<file path="config.mk">
export PLATFORM = sky130hd
export DESIGN_NAME = scm_clock_mux
export DESIGN_NICKNAME = d
export VERILOG_FILES = /design/src/scm_pkg.sv /design/src/scm_divider.sv /design/src/scm_clock_mux.sv
export SDC_FILE = /design/constraint.sdc
export NUM_CORES = 1
export LEC_CHECK = 0
export BUFFER_PORTS_ARGS = -buffer_cell sky130_fd_sc_hd__clkbuf_2
export CAP_MARGIN = 20
export CORE_ASPECT_RATIO = 1.5
export CORE_MARGIN = 1
export CORE_UTILIZATION = 56
export CTS_BUF_LIST = sky130_fd_sc_hd__clkbuf_4 sky130_fd_sc_hd__clkbuf_8
export CTS_CLUSTER_SIZE = 40
export DETAILED_ROUTE_END_ITERATION = 6
export PLACE_DENSITY = 0.83
export SETUP_SLACK_MARGIN = 0.05
export SLEW_MARGIN = 20
export SYNTH_ARGS = -nofsm -noshare
export SYNTH_HDL_FRONTEND = slang
export SYNTH_HIERARCHICAL = 1
export SYNTH_SLANG_ARGS = --single-unit
export TNS_END_PERCENT = 5
</file>
<file path="constraint.sdc">
create_clock -name pclk -period 4.5 [get_ports pclk]
set_input_delay 0.225 -clock pclk [delete_from_list [all_inputs] [get_ports pclk]]
set_output_delay 0.225 -clock pclk [all_outputs]
set_load 0.02 [all_outputs]
</file>
<file path="src/scm_pkg.sv">
// Package of register map, field layout, reset values and state codes for the system clock source mux.
package scm_pkg;
	localparam logic [11:0] SYS_CTL_ADDR = 12'h000;
	localparam logic [11:0] LOOP_CTL_ADDR = 12'h004;
	localparam logic [11:0] STATUS_ADDR = 12'h008;
	localparam int SEL_LSB = 0;
	localparam int BYPASS_BIT = 0;
	localparam int OSC_INT_BIT = 1;
	localparam int DIV_LSB = 16;
	localparam int DIV_W = 10;
	localparam int ST_ACT_SEL_LSB = 0;
	localparam int ST_ACT_BYPASS_BIT = 2;
	localparam int ST_ACT_OSC_BIT = 3;
	localparam int ST_BUSY_BIT = 4;
	localparam int ST_PLL_EN_BIT = 5;
	localparam int ST_ACT_DIV_LSB = 16;
	localparam logic [1:0] SEL_WAKEUP = 2'h0;
	localparam logic [1:0] SEL_RESERVED = 2'h1;
	localparam logic [1:0] SEL_PLL_PRESCALE = 2'h2;
	localparam logic [1:0] SEL_DIRECT = 2'h3;
	localparam logic [1:0] RST_SEL = 2'h0;
	localparam logic RST_BYPASS = 1'b1;
	localparam logic RST_OSC_INT = 1'b1;
	localparam logic [9:0] RST_DIV = 10'h000;
	localparam logic [9:0] DIV_MAX = 10'h3ff;
	typedef enum logic [2:0] {
		ST_RUN = 3'b001,
		ST_HOLD = 3'b010,
		ST_ALIGN = 3'b100
	} scm_state_t;
endpackage : scm_pkg

</file>
<file path="src/scm_divider.sv">
// Output divider that counts rising edges of the selected source level.
`timescale 1ns/10ps
`default_nettype none
module scm_divider (
	// Clock and reset.
	input wire logic pclk,
	input wire logic presetn,
	// Source and control.
	input wire logic src,
	input wire logic clr,
	input wire logic [9:0] setting,
	// Divided level.
	output logic level
);
	typedef struct packed {
		logic prev;
		logic [9:0] cnt;
	} scm_div_regs_t;

	scm_div_regs_t r;
	scm_div_regs_t next_r;
	logic rise;

	assign rise = src & ~r.prev;
	// A setting of zero passes the source straight through.
	assign level = (setting == 10'h000) ? src : (r.cnt <= (setting >> 1));

	always_comb begin
		next_r = r;
		next_r.prev = src;
		if (clr) begin
			next_r.cnt = setting;
		end else if (rise) begin
			next_r.cnt = (r.cnt >= setting) ? 10'h000 : r.cnt + 10'h001;
		end
	end

	always_ff @(posedge pclk or negedge presetn) begin
		if (!presetn) begin
			r <= '0;
		end else begin
			r <= next_r;
		end
	end
endmodule : scm_divider
`default_nettype wire

</file>
<file path="src/scm_clock_mux.sv">
// System clock source mux and prescaler with an APB register file.
//
// Summary of operation
// - Source select code 11 takes the system clock straight from the direct clock input, duty cycle and all.
// - Code 10 with the bypass bit set runs prescaler mode from the crystal or the internal oscillator.
// - In prescaler mode the system clock is the oscillator divided by the divider setting plus one.
// - A divide factor of one passes the oscillator through so its duty cycle is kept.
// - The divider reaches a factor of 1024 at its largest setting.
// - Code 10 with the bypass bit clear enables the PLL and uses its output as the system clock.
// - Code 00 uses the wakeup oscillator directly with no division.
//
// Design decisions made here: the address map and the APB interface to the registers.
`timescale 1ns/10ps
`default_nettype none
module scm_clock_mux (
	// APB clock and reset.
	input wire logic pclk,
	input wire logic presetn,
	// APB slave.
	input wire logic [11:0] paddr,
	input wire logic psel,
	input wire logic penable,
	input wire logic pwrite,
	input wire logic [31:0] pwdata,
	output logic [31:0] prdata,
	output logic pready,
	output logic pslverr,
	// Clock source levels.
	input wire logic direct_clock_input,
	input wire logic crystal_input,
	input wire logic internal_osc_input,
	input wire logic wakeup_osc_input,
	input wire logic pll_clock_input,
	// Clock outputs.
	output logic pll_enable,
	output logic system_clock
);
	typedef struct packed {
		scm_pkg::scm_state_t state;
		logic [1:0] sel;
		logic bypass;
		logic osc_int;
		logic [9:0] div;
		logic [1:0] act_sel;
		logic act_bypass;
		logic act_osc_int;
		logic [9:0] act_div;
		logic sys_clock;
		logic pll_en;
		logic [31:0] prdata;
	} scm_regs_t;

	scm_regs_t r;
	scm_regs_t next_r;
	logic src_level;
	logic div_level;
	logic [9:0] eff_div;
	logic setup;
	logic wr;
	logic mapped;
	logic cfg_changed;

	// Picks the raw source level for a configuration.
	function automatic logic pick_source(input logic [1:0] sel, input logic bypass, input logic osc_int,
		input logic dir, input logic xtal, input logic intosc, input logic wu, input logic pll);
		logic v;
		v = wu;
		case (sel)
			scm_pkg::SEL_DIRECT: begin
				v = dir;
			end
			scm_pkg::SEL_PLL_PRESCALE: begin
				if (bypass) begin
					v = osc_int ? intosc : xtal;
				end else begin
					v = pll;
				end
			end
			default: begin
				v = wu;
			end
		endcase
		return v;
	endfunction : pick_source

	// The divider applies only in prescaler mode.
	function automatic logic [9:0] pick_div(input logic [1:0] sel, input logic bypass, input logic [9:0] div);
		return (sel == scm_pkg::SEL_PLL_PRESCALE && bypass) ? div : 10'h000;
	endfunction : pick_div

	assign src_level = pick_source(r.act_sel, r.act_bypass, r.act_osc_int, direct_clock_input, crystal_input,
		internal_osc_input, wakeup_osc_input, pll_clock_input);
	assign eff_div = pick_div(r.act_sel, r.act_bypass, r.act_div);

	scm_divider u_div (
		.pclk(pclk),
		.presetn(presetn),
		.src(src_level),
		.clr(r.state == scm_pkg::ST_ALIGN),
		.setting(eff_div),
		.level(div_level)
	);

	assign setup = psel & ~penable;
	assign mapped = (paddr == scm_pkg::SYS_CTL_ADDR) || (paddr == scm_pkg::LOOP_CTL_ADDR) ||
		(paddr == scm_pkg::STATUS_ADDR);
	assign pready = 1'b1;
	assign pslverr = psel & penable & ~mapped;
	assign wr = psel & penable & pwrite & mapped;
	assign prdata = r.prdata;
	assign pll_enable = r.pll_en;
	assign system_clock = r.sys_clock;
	assign cfg_changed = (r.sel != r.act_sel) || (r.bypass != r.act_bypass) || (r.osc_int != r.act_osc_int) ||
		(r.div != r.act_div);

	always_comb begin
		next_r = r;
		if (wr && paddr == scm_pkg::SYS_CTL_ADDR) begin
			next_r.sel = pwdata[scm_pkg::SEL_LSB +: 2];
		end
		if (wr && paddr == scm_pkg::LOOP_CTL_ADDR) begin
			next_r.bypass = pwdata[scm_pkg::BYPASS_BIT];
			next_r.osc_int = pwdata[scm_pkg::OSC_INT_BIT];
			next_r.div = pwdata[scm_pkg::DIV_LSB +: scm_pkg::DIV_W];
		end
		next_r.pll_en = (next_r.sel == scm_pkg::SEL_PLL_PRESCALE) && !next_r.bypass;
		if (setup) begin
			next_r.prdata = 32'h00000000;
			case (paddr)
				scm_pkg::SYS_CTL_ADDR: begin
					next_r.prdata[scm_pkg::SEL_LSB +: 2] = r.sel;
				end
				scm_pkg::LOOP_CTL_ADDR: begin
					next_r.prdata[scm_pkg::BYPASS_BIT] = r.bypass;
					next_r.prdata[scm_pkg::OSC_INT_BIT] = r.osc_int;
					next_r.prdata[scm_pkg::DIV_LSB +: scm_pkg::DIV_W] = r.div;
				end
				scm_pkg::STATUS_ADDR: begin
					next_r.prdata[scm_pkg::ST_ACT_SEL_LSB +: 2] = r.act_sel;
					next_r.prdata[scm_pkg::ST_ACT_BYPASS_BIT] = r.act_bypass;
					next_r.prdata[scm_pkg::ST_ACT_OSC_BIT] = r.act_osc_int;
					next_r.prdata[scm_pkg::ST_BUSY_BIT] = (r.state != scm_pkg::ST_RUN);
					next_r.prdata[scm_pkg::ST_PLL_EN_BIT] = r.pll_en;
					next_r.prdata[scm_pkg::ST_ACT_DIV_LSB +: scm_pkg::DIV_W] = r.act_div;
				end
				default: begin
					next_r.prdata = 32'h00000000;
				end
			endcase
		end
		case (r.state)
			scm_pkg::ST_RUN: begin
				next_r.sys_clock = div_level;
				if (cfg_changed) begin
					next_r.state = scm_pkg::ST_HOLD;
				end
			end
			scm_pkg::ST_HOLD: begin
				// Let a running high phase finish, but never start a new one before parking low.
				next_r.sys_clock = div_level & r.sys_clock;
				if (!(div_level && r.sys_clock)) begin
					next_r.sys_clock = 1'b0;
					next_r.act_sel = r.sel;
					next_r.act_bypass = r.bypass;
					next_r.act_osc_int = r.osc_int;
					next_r.act_div = r.div;
					next_r.state = scm_pkg::ST_ALIGN;
				end
			end
			scm_pkg::ST_ALIGN: begin
				// Wait for the new source to sit low so the first phase is whole.
				next_r.sys_clock = 1'b0;
				if (!src_level) begin
					next_r.state = scm_pkg::ST_RUN;
				end
			end
			default: begin
				next_r.sys_clock = 1'b0;
				next_r.state = scm_pkg::ST_ALIGN;
			end
		endcase
	end

	always_ff @(posedge pclk or negedge presetn) begin
		if (!presetn) begin
			r.state <= scm_pkg::ST_ALIGN;
			r.sel <= scm_pkg::RST_SEL;
			r.bypass <= scm_pkg::RST_BYPASS;
			r.osc_int <= scm_pkg::RST_OSC_INT;
			r.div <= scm_pkg::RST_DIV;
			r.act_sel <= scm_pkg::RST_SEL;
			r.act_bypass <= scm_pkg::RST_BYPASS;
			r.act_osc_int <= scm_pkg::RST_OSC_INT;
			r.act_div <= scm_pkg::RST_DIV;
			r.sys_clock <= 1'b0;
			r.pll_en <= 1'b0;
			r.prdata <= 32'h00000000;
		end else begin
			r <= next_r;
		end
	end

	logic run;
	assign run = (r.state == scm_pkg::ST_RUN) && !cfg_changed;
endmodule : scm_clock_mux
`default_nettype wire

</file>
* Word level (Yosys, flattened, before mapping)
Index checks and enable logic that the tools add are counted.
** Operators by class
- Add/sub/neg operators :: 1
- $mul :: 0
- Divide/modulo/power cells :: 0
- $lt $le $gt $ge :: 2
- Equal/unequal tests :: 16
- Shifts and indexed selects :: 0
- Muxes and demuxes :: 19
- Bitwise logic cells :: 11
- Reductions and logical operators :: 16
** Operators by type and width (count)
- 10-bit two-way mux :: 4
- 10-bit one-hot mux with 2 select lines :: 1
- 12-bit by 3-bit equality test with 1-bit output (second input constant) :: 1
- 12-bit by 4-bit equality test with 1-bit output (second input constant) :: 1
- 12-bit logical NOT :: 1
- 12-bit two-way mux :: 1
- 10-bit by 1-bit adder with 10-bit output (second input constant) :: 1
- 10-bit >= comparator :: 1
- 10-bit by 9-bit <= comparator with 1-bit output :: 1
- 10-bit logical NOT :: 1
- 10-bit inequality test :: 1
- 3-bit two-way mux :: 3
- 3-bit one-hot mux with 3 select lines :: 1
- 1-bit bitwise AND :: 7
- 2-bit equality test (second input constant) :: 3
- 2-bit inequality test (second input constant) :: 3
- 2-bit one-hot mux with 3 select lines :: 1
- 1-bit logical AND :: 5
- 1-bit logical OR :: 5
- 1-bit two-way mux :: 4
- 4-bit two-way mux :: 1
- 1-bit NOT :: 4
- 1-bit one-hot mux with 2 select lines :: 2
- 3-bit by 1-bit equality test with 1-bit output (second input constant) :: 1
- other kinds (10) :: 11
** Word-level totals
- Register bits :: 60
- Latch bits :: 0
- Bits in writable memories :: 0
- Bits in read-only memories :: 0
- Output and inout port bits :: 36
- Logic and storage cells :: 79
- Memories :: 0

* Depth between registers and ports, before layout
- Word-level depth :: 8
- Gate-level depth with buffers :: 14

* Modules after synthesis
The synthesis kept the hierarchy.
** By module, submodules not included
- scm_clock_mux :: times used 1, cells an instance 245, area an instance 2675.1 um^2
- scm_divider :: times used 1, cells an instance 132, area an instance 1118.6 um^2

* Worst setup path after synthesis
No wires, ideal clock.
- Kind :: reg-to-reg
- From :: register r[45] in the netlist's numbering
- To :: register r[34] in the netlist's numbering
- Arrival time :: 3144 ps
- Setup slack :: 1231 ps
- Stages on the path, launching flop included :: 14
- Buffers on the path :: 1
- Period minus slack after synthesis :: 3269 ps
- Cell sequence :: dfstp_2 > nand2_1 > nor2_1 > and2_1 > inv_1 > ha_1 > a21oi_1 > nand2_1 > a2111oi_2 > o221a_2 > nand2_1 > nand3b_1 > clkbuf_1 > mux2_2
** On the way
- Cells in the longest elaborated chain, start to end :: 7
** Ends and longest elaborated chain
- start, declared :: RTL line scm_clock_mux.sv:53 : scm_regs_t r;
- start signal, assigned :: RTL line scm_clock_mux.sv:199 : r <= next_r;
- 1-bit logical AND * :: RTL line scm_clock_mux.sv:88 : return (sel == scm_pkg::SEL_PLL_PRESCALE && bypass) ? div : 10'h000;
- 10-bit two-way mux * :: RTL line scm_clock_mux.sv:88
- via eff_div[7] :: RTL line scm_clock_mux.sv:57 : logic [9:0] eff_div;
- 10-bit by 9-bit <= comparator with 1-bit output or 10-bit logical NOT (tied branches) :: RTL line scm_divider.sv:26 : assign level = (setting == 10'h000) ? src : (r.cnt <= (setting >> 1));
- 1-bit two-way mux * :: RTL line scm_divider.sv:26
- via div_level :: RTL line scm_clock_mux.sv:56 : logic div_level;
- 1-bit logical AND * :: RTL line scm_clock_mux.sv:161 : if (!(div_level && r.sys_clock)) begin
- 1-bit NOT (no source line) *
- 2-bit AND reduction (no source line) *
The timed path passes the listed nets; every way through them passes the cells marked *.
A chain may end at the register's enable or synchronous reset.

* Worst setup path in the final report
Same ends and word-level chain as after synthesis.

==> impl_metrics.tcl <==
set metrics [dict create \
    status "finished, final reports clean" \
    setup_violations 0 \
    layout_common_cells "55 x dfrtp_1, 52 x clkbuf_2, 40 x nand2_1, 20 x ha_1, 19 x a22oi_1" \
    n_antenna_cell 0 \
    synth-async-reset-ratio_pct 100 \
    worst-setup-path-type "reg2reg" \
    area_delta_synth_final_pct 8.21 \
    post-dp-hpwl_mm 6.46 \
    drc 0 \
    tightest_slew_ps 1060 \
    arrival_ps 4000 \
    ys_types 53 \
    cts-buffers-inserted 9 \
    ys_warn_count 6 \
    powerDensity_nw_per_um2 295 \
    rsz0062_at_grt "no" \
    via_per_inst 5.97 \
    regToRegSetupSlack_ps 720 \
    p_total_w 0.00121 \
    p_sw_w 0.000370 \
    synth_area_sq_um 3790 \
    via_count 2965 \
    endpoint_kind "flop" \
    leakagePower_nw 1.97 \
    tns_ps 0 \
    layout.nets 490 \
    grt_overflow 0 \
    cap_violations 0 \
    reg2regPathDepth 13 \
    core-area_sq_um 6530 \
    seq_power_share_pct 47.0 \
    clkSinkCount 60 \
    fp.dieH_um 103 \
    swShare_pct 30.6 \
    drt_first_pass_iters 5 \
    hold_viol 0 \
    fin_skew_ps 14.2 \
    irDropWorstVdd_mv 0.222 \
    insertion_delay_ps 340 \
    fmax_mhz 264 \
    p_int_w 0.000839 \
    worstReg2RegEnd "r[34]" \
    antenna_found_initial 0 \
    htreeDepth 3 \
    die_x_um 69.2 \
    power_frac_clock_pct 35.4 \
    slew_viol_final 0 \
    wl_per_cell_um 17.4 \
    post_cts_buffers 0 \
    grt_usage_pct 24.8 \
    syn_avg_cell_area_sq_um 10.1 \
    gp_congestion 0.835 \
    cts_hold_buf 0 \
    start_kind "flop" \
    netlist.area_leader.share_pct 36.3 \
    ant_nets 0 \
    finalCriticalPeriod_ps 3780 \
    grt_pass1_vias 2867 \
    slew_headroom_pct 29.5 \
    cp.required_ps 4710 \
    yosysTopAreaCell "dfrtp_1" \
    final_common_cell "dfrtp_1" \
    grt_first_pass_wirelength_mm 13.6 \
    first_iter_violations 183 \
    synth_ff_type "dfrtp_1" \
    io_pins 90 \
    postSynthCellCount 377 \
    synth_top_cells_by_area "dfrtp_1 36%, ha_1 6.6%, buf_4 6.5%" \
    numPortBuffers 52 \
    row_count 36 \
    drive_gt1_share_pct 27.6 \
    tritoncts "built" \
    grt_max_degree 61 \
    ys_ff_latch 60 \
    power.combinational.fraction_pct 17.5 \
    clock_path_buffers 2 \
    wirelength_mm 8.63 \
    period_share_pct 84.1 \
    synth-seq-area-share_pct 39.7 \
    r2r-start "r[45]" \
    cts_root_buf "clkbuf_8" \
    dieArea_sq_um 7110 \
    critPathMaxFanout 14 \
    hold_class "in2async" \
    cts_resized 0 \
    synth_edf_count 0 \
    clkTransAtPathRegs_ps 60 \
    initial_utilization_pct 58.1 \
]
flip-flops by register name, summed over array words and instances (netlist names):
signal and cells:
prdata 16, u_div/r 11, system_clock 1, r 31
pll_enable 1
power by group through the flow:
| stage | logic [W] | clock network (W) | registers [W] |
|---|---|---|---|
| after CTS | 0.000211 | 0.000433 | 0.000568 |
| final | 0.000212 | 0.000429 | 0.000568 |
| after detailed placement | 0.000210 | 0 | 0.000578 |
| after global routing | 0.000231 | 0.000454 | 0.000570 |
| after floorplan | 0.000154 | 0 | 0.000576 |
| after global placement | 0.000204 | 0 | 0.000576 |
cell usage after synthesis (2+ instances only):
master,instances
nor4_1,3
o21ai_0,18
nand2_1,40
a31oi_1,2
or4_4,2
mux2_2,16
nand4_1,8
mux2_1,2
mux2_4,10
ha_1,20
conb_1,2
o2bb2ai_1,2
o211ai_1,6
mux2i_1,6
xnor2_1,14
nor3b_1,5
nand3_1,15
and3_1,2
buf_2,2
a21oi_1,9
inv_1,14
nand2b_1,2
a22oi_1,19
o21ai_1,3
dfrtp_1,55
clkbuf_1,5
nor2_1,9
and2_1,13
nor3_1,4
o22ai_1,2
nor2b_1,7
nor3_4,2
buf_4,33
a21oi_2,2
dfstp_2,5
critical path: stages (launching register included):
cell       delay, ps
dfstp_2          610
nand2_1           70
nor2_1           390
and2_1           250
inv_1             90
ha_1             280
nor2b_1          130
o211ai_1         160
a21oi_1          110
a2111oi_2        260
o221a_2          310
nand2_1           60
nand3b_1         530
mux2_2           420
per-stage QoR:
step	setup slack (ps)	cells	area [sq um]	util, %	hold slack, ps
after floorplan	1230	392	3850	-	-70.6
after global placement	843	481	3930	60.2	421
after detailed placement	785	481	3930	60.2	429
after CTS	753	497	4110	62.9	72.3
after global routing	459	497	4110	62.9	98.7
final	716	497	4110	62.9	26.2
cell type report:
class                           instances  area, sq um
Fill cell                             539         2430
Multi-Input combinational cell        277         2000
Clock inverter                          5         27.5
Tap cell                               76         95.1
Sequential cell                        60         1510
Clock buffer                           11          145
Timing Repair Buffer                   54          275
Inverter                               14         52.6
worst max-delay path by stage:
| stage | from | endpoint | slack (ps) |
|---|---|---|---|
| after floorplan | r[45] | r[34] | 1230 |
| after global placement | r[45] | r[46] | 840 |
| after detailed placement | r[45] | r[34] | 790 |
| after CTS | r[45] | r[35] | 750 |
| after global routing | r[45] | r[36] | 460 |
| final | r[45] | r[34] | 720 |
cell families after synthesis:
kind of cell               Yosys count  synth area share, %
and+or+nand+nor                    121                 17.8
AOI/OAI and AO/OA                   71                 12.6
DFF                                 60                 39.7
buffers and inverters               55                 8.97
muxes                               34                 10.9
adders and majority gates           20                 6.60
xor gates and xnor gates            14                 3.23
other                                2                0.198
metal layers:
| metal | up-vias | global-route usage (%) | part of all wire, % |
|---|---|---|---|
| met5 | - | 0 | 0 |
| met4 | 0 | 15.4 | 4.1 |
| met3 | 27 | 4.11 | 3.1 |
| met2 | 98 | 46.7 | 56 |
| met1 | 1456 | 25.6 | 37 |
| li1 | 1384 | - | - |
Note: power is estimated with default switching activity, not from simulation.
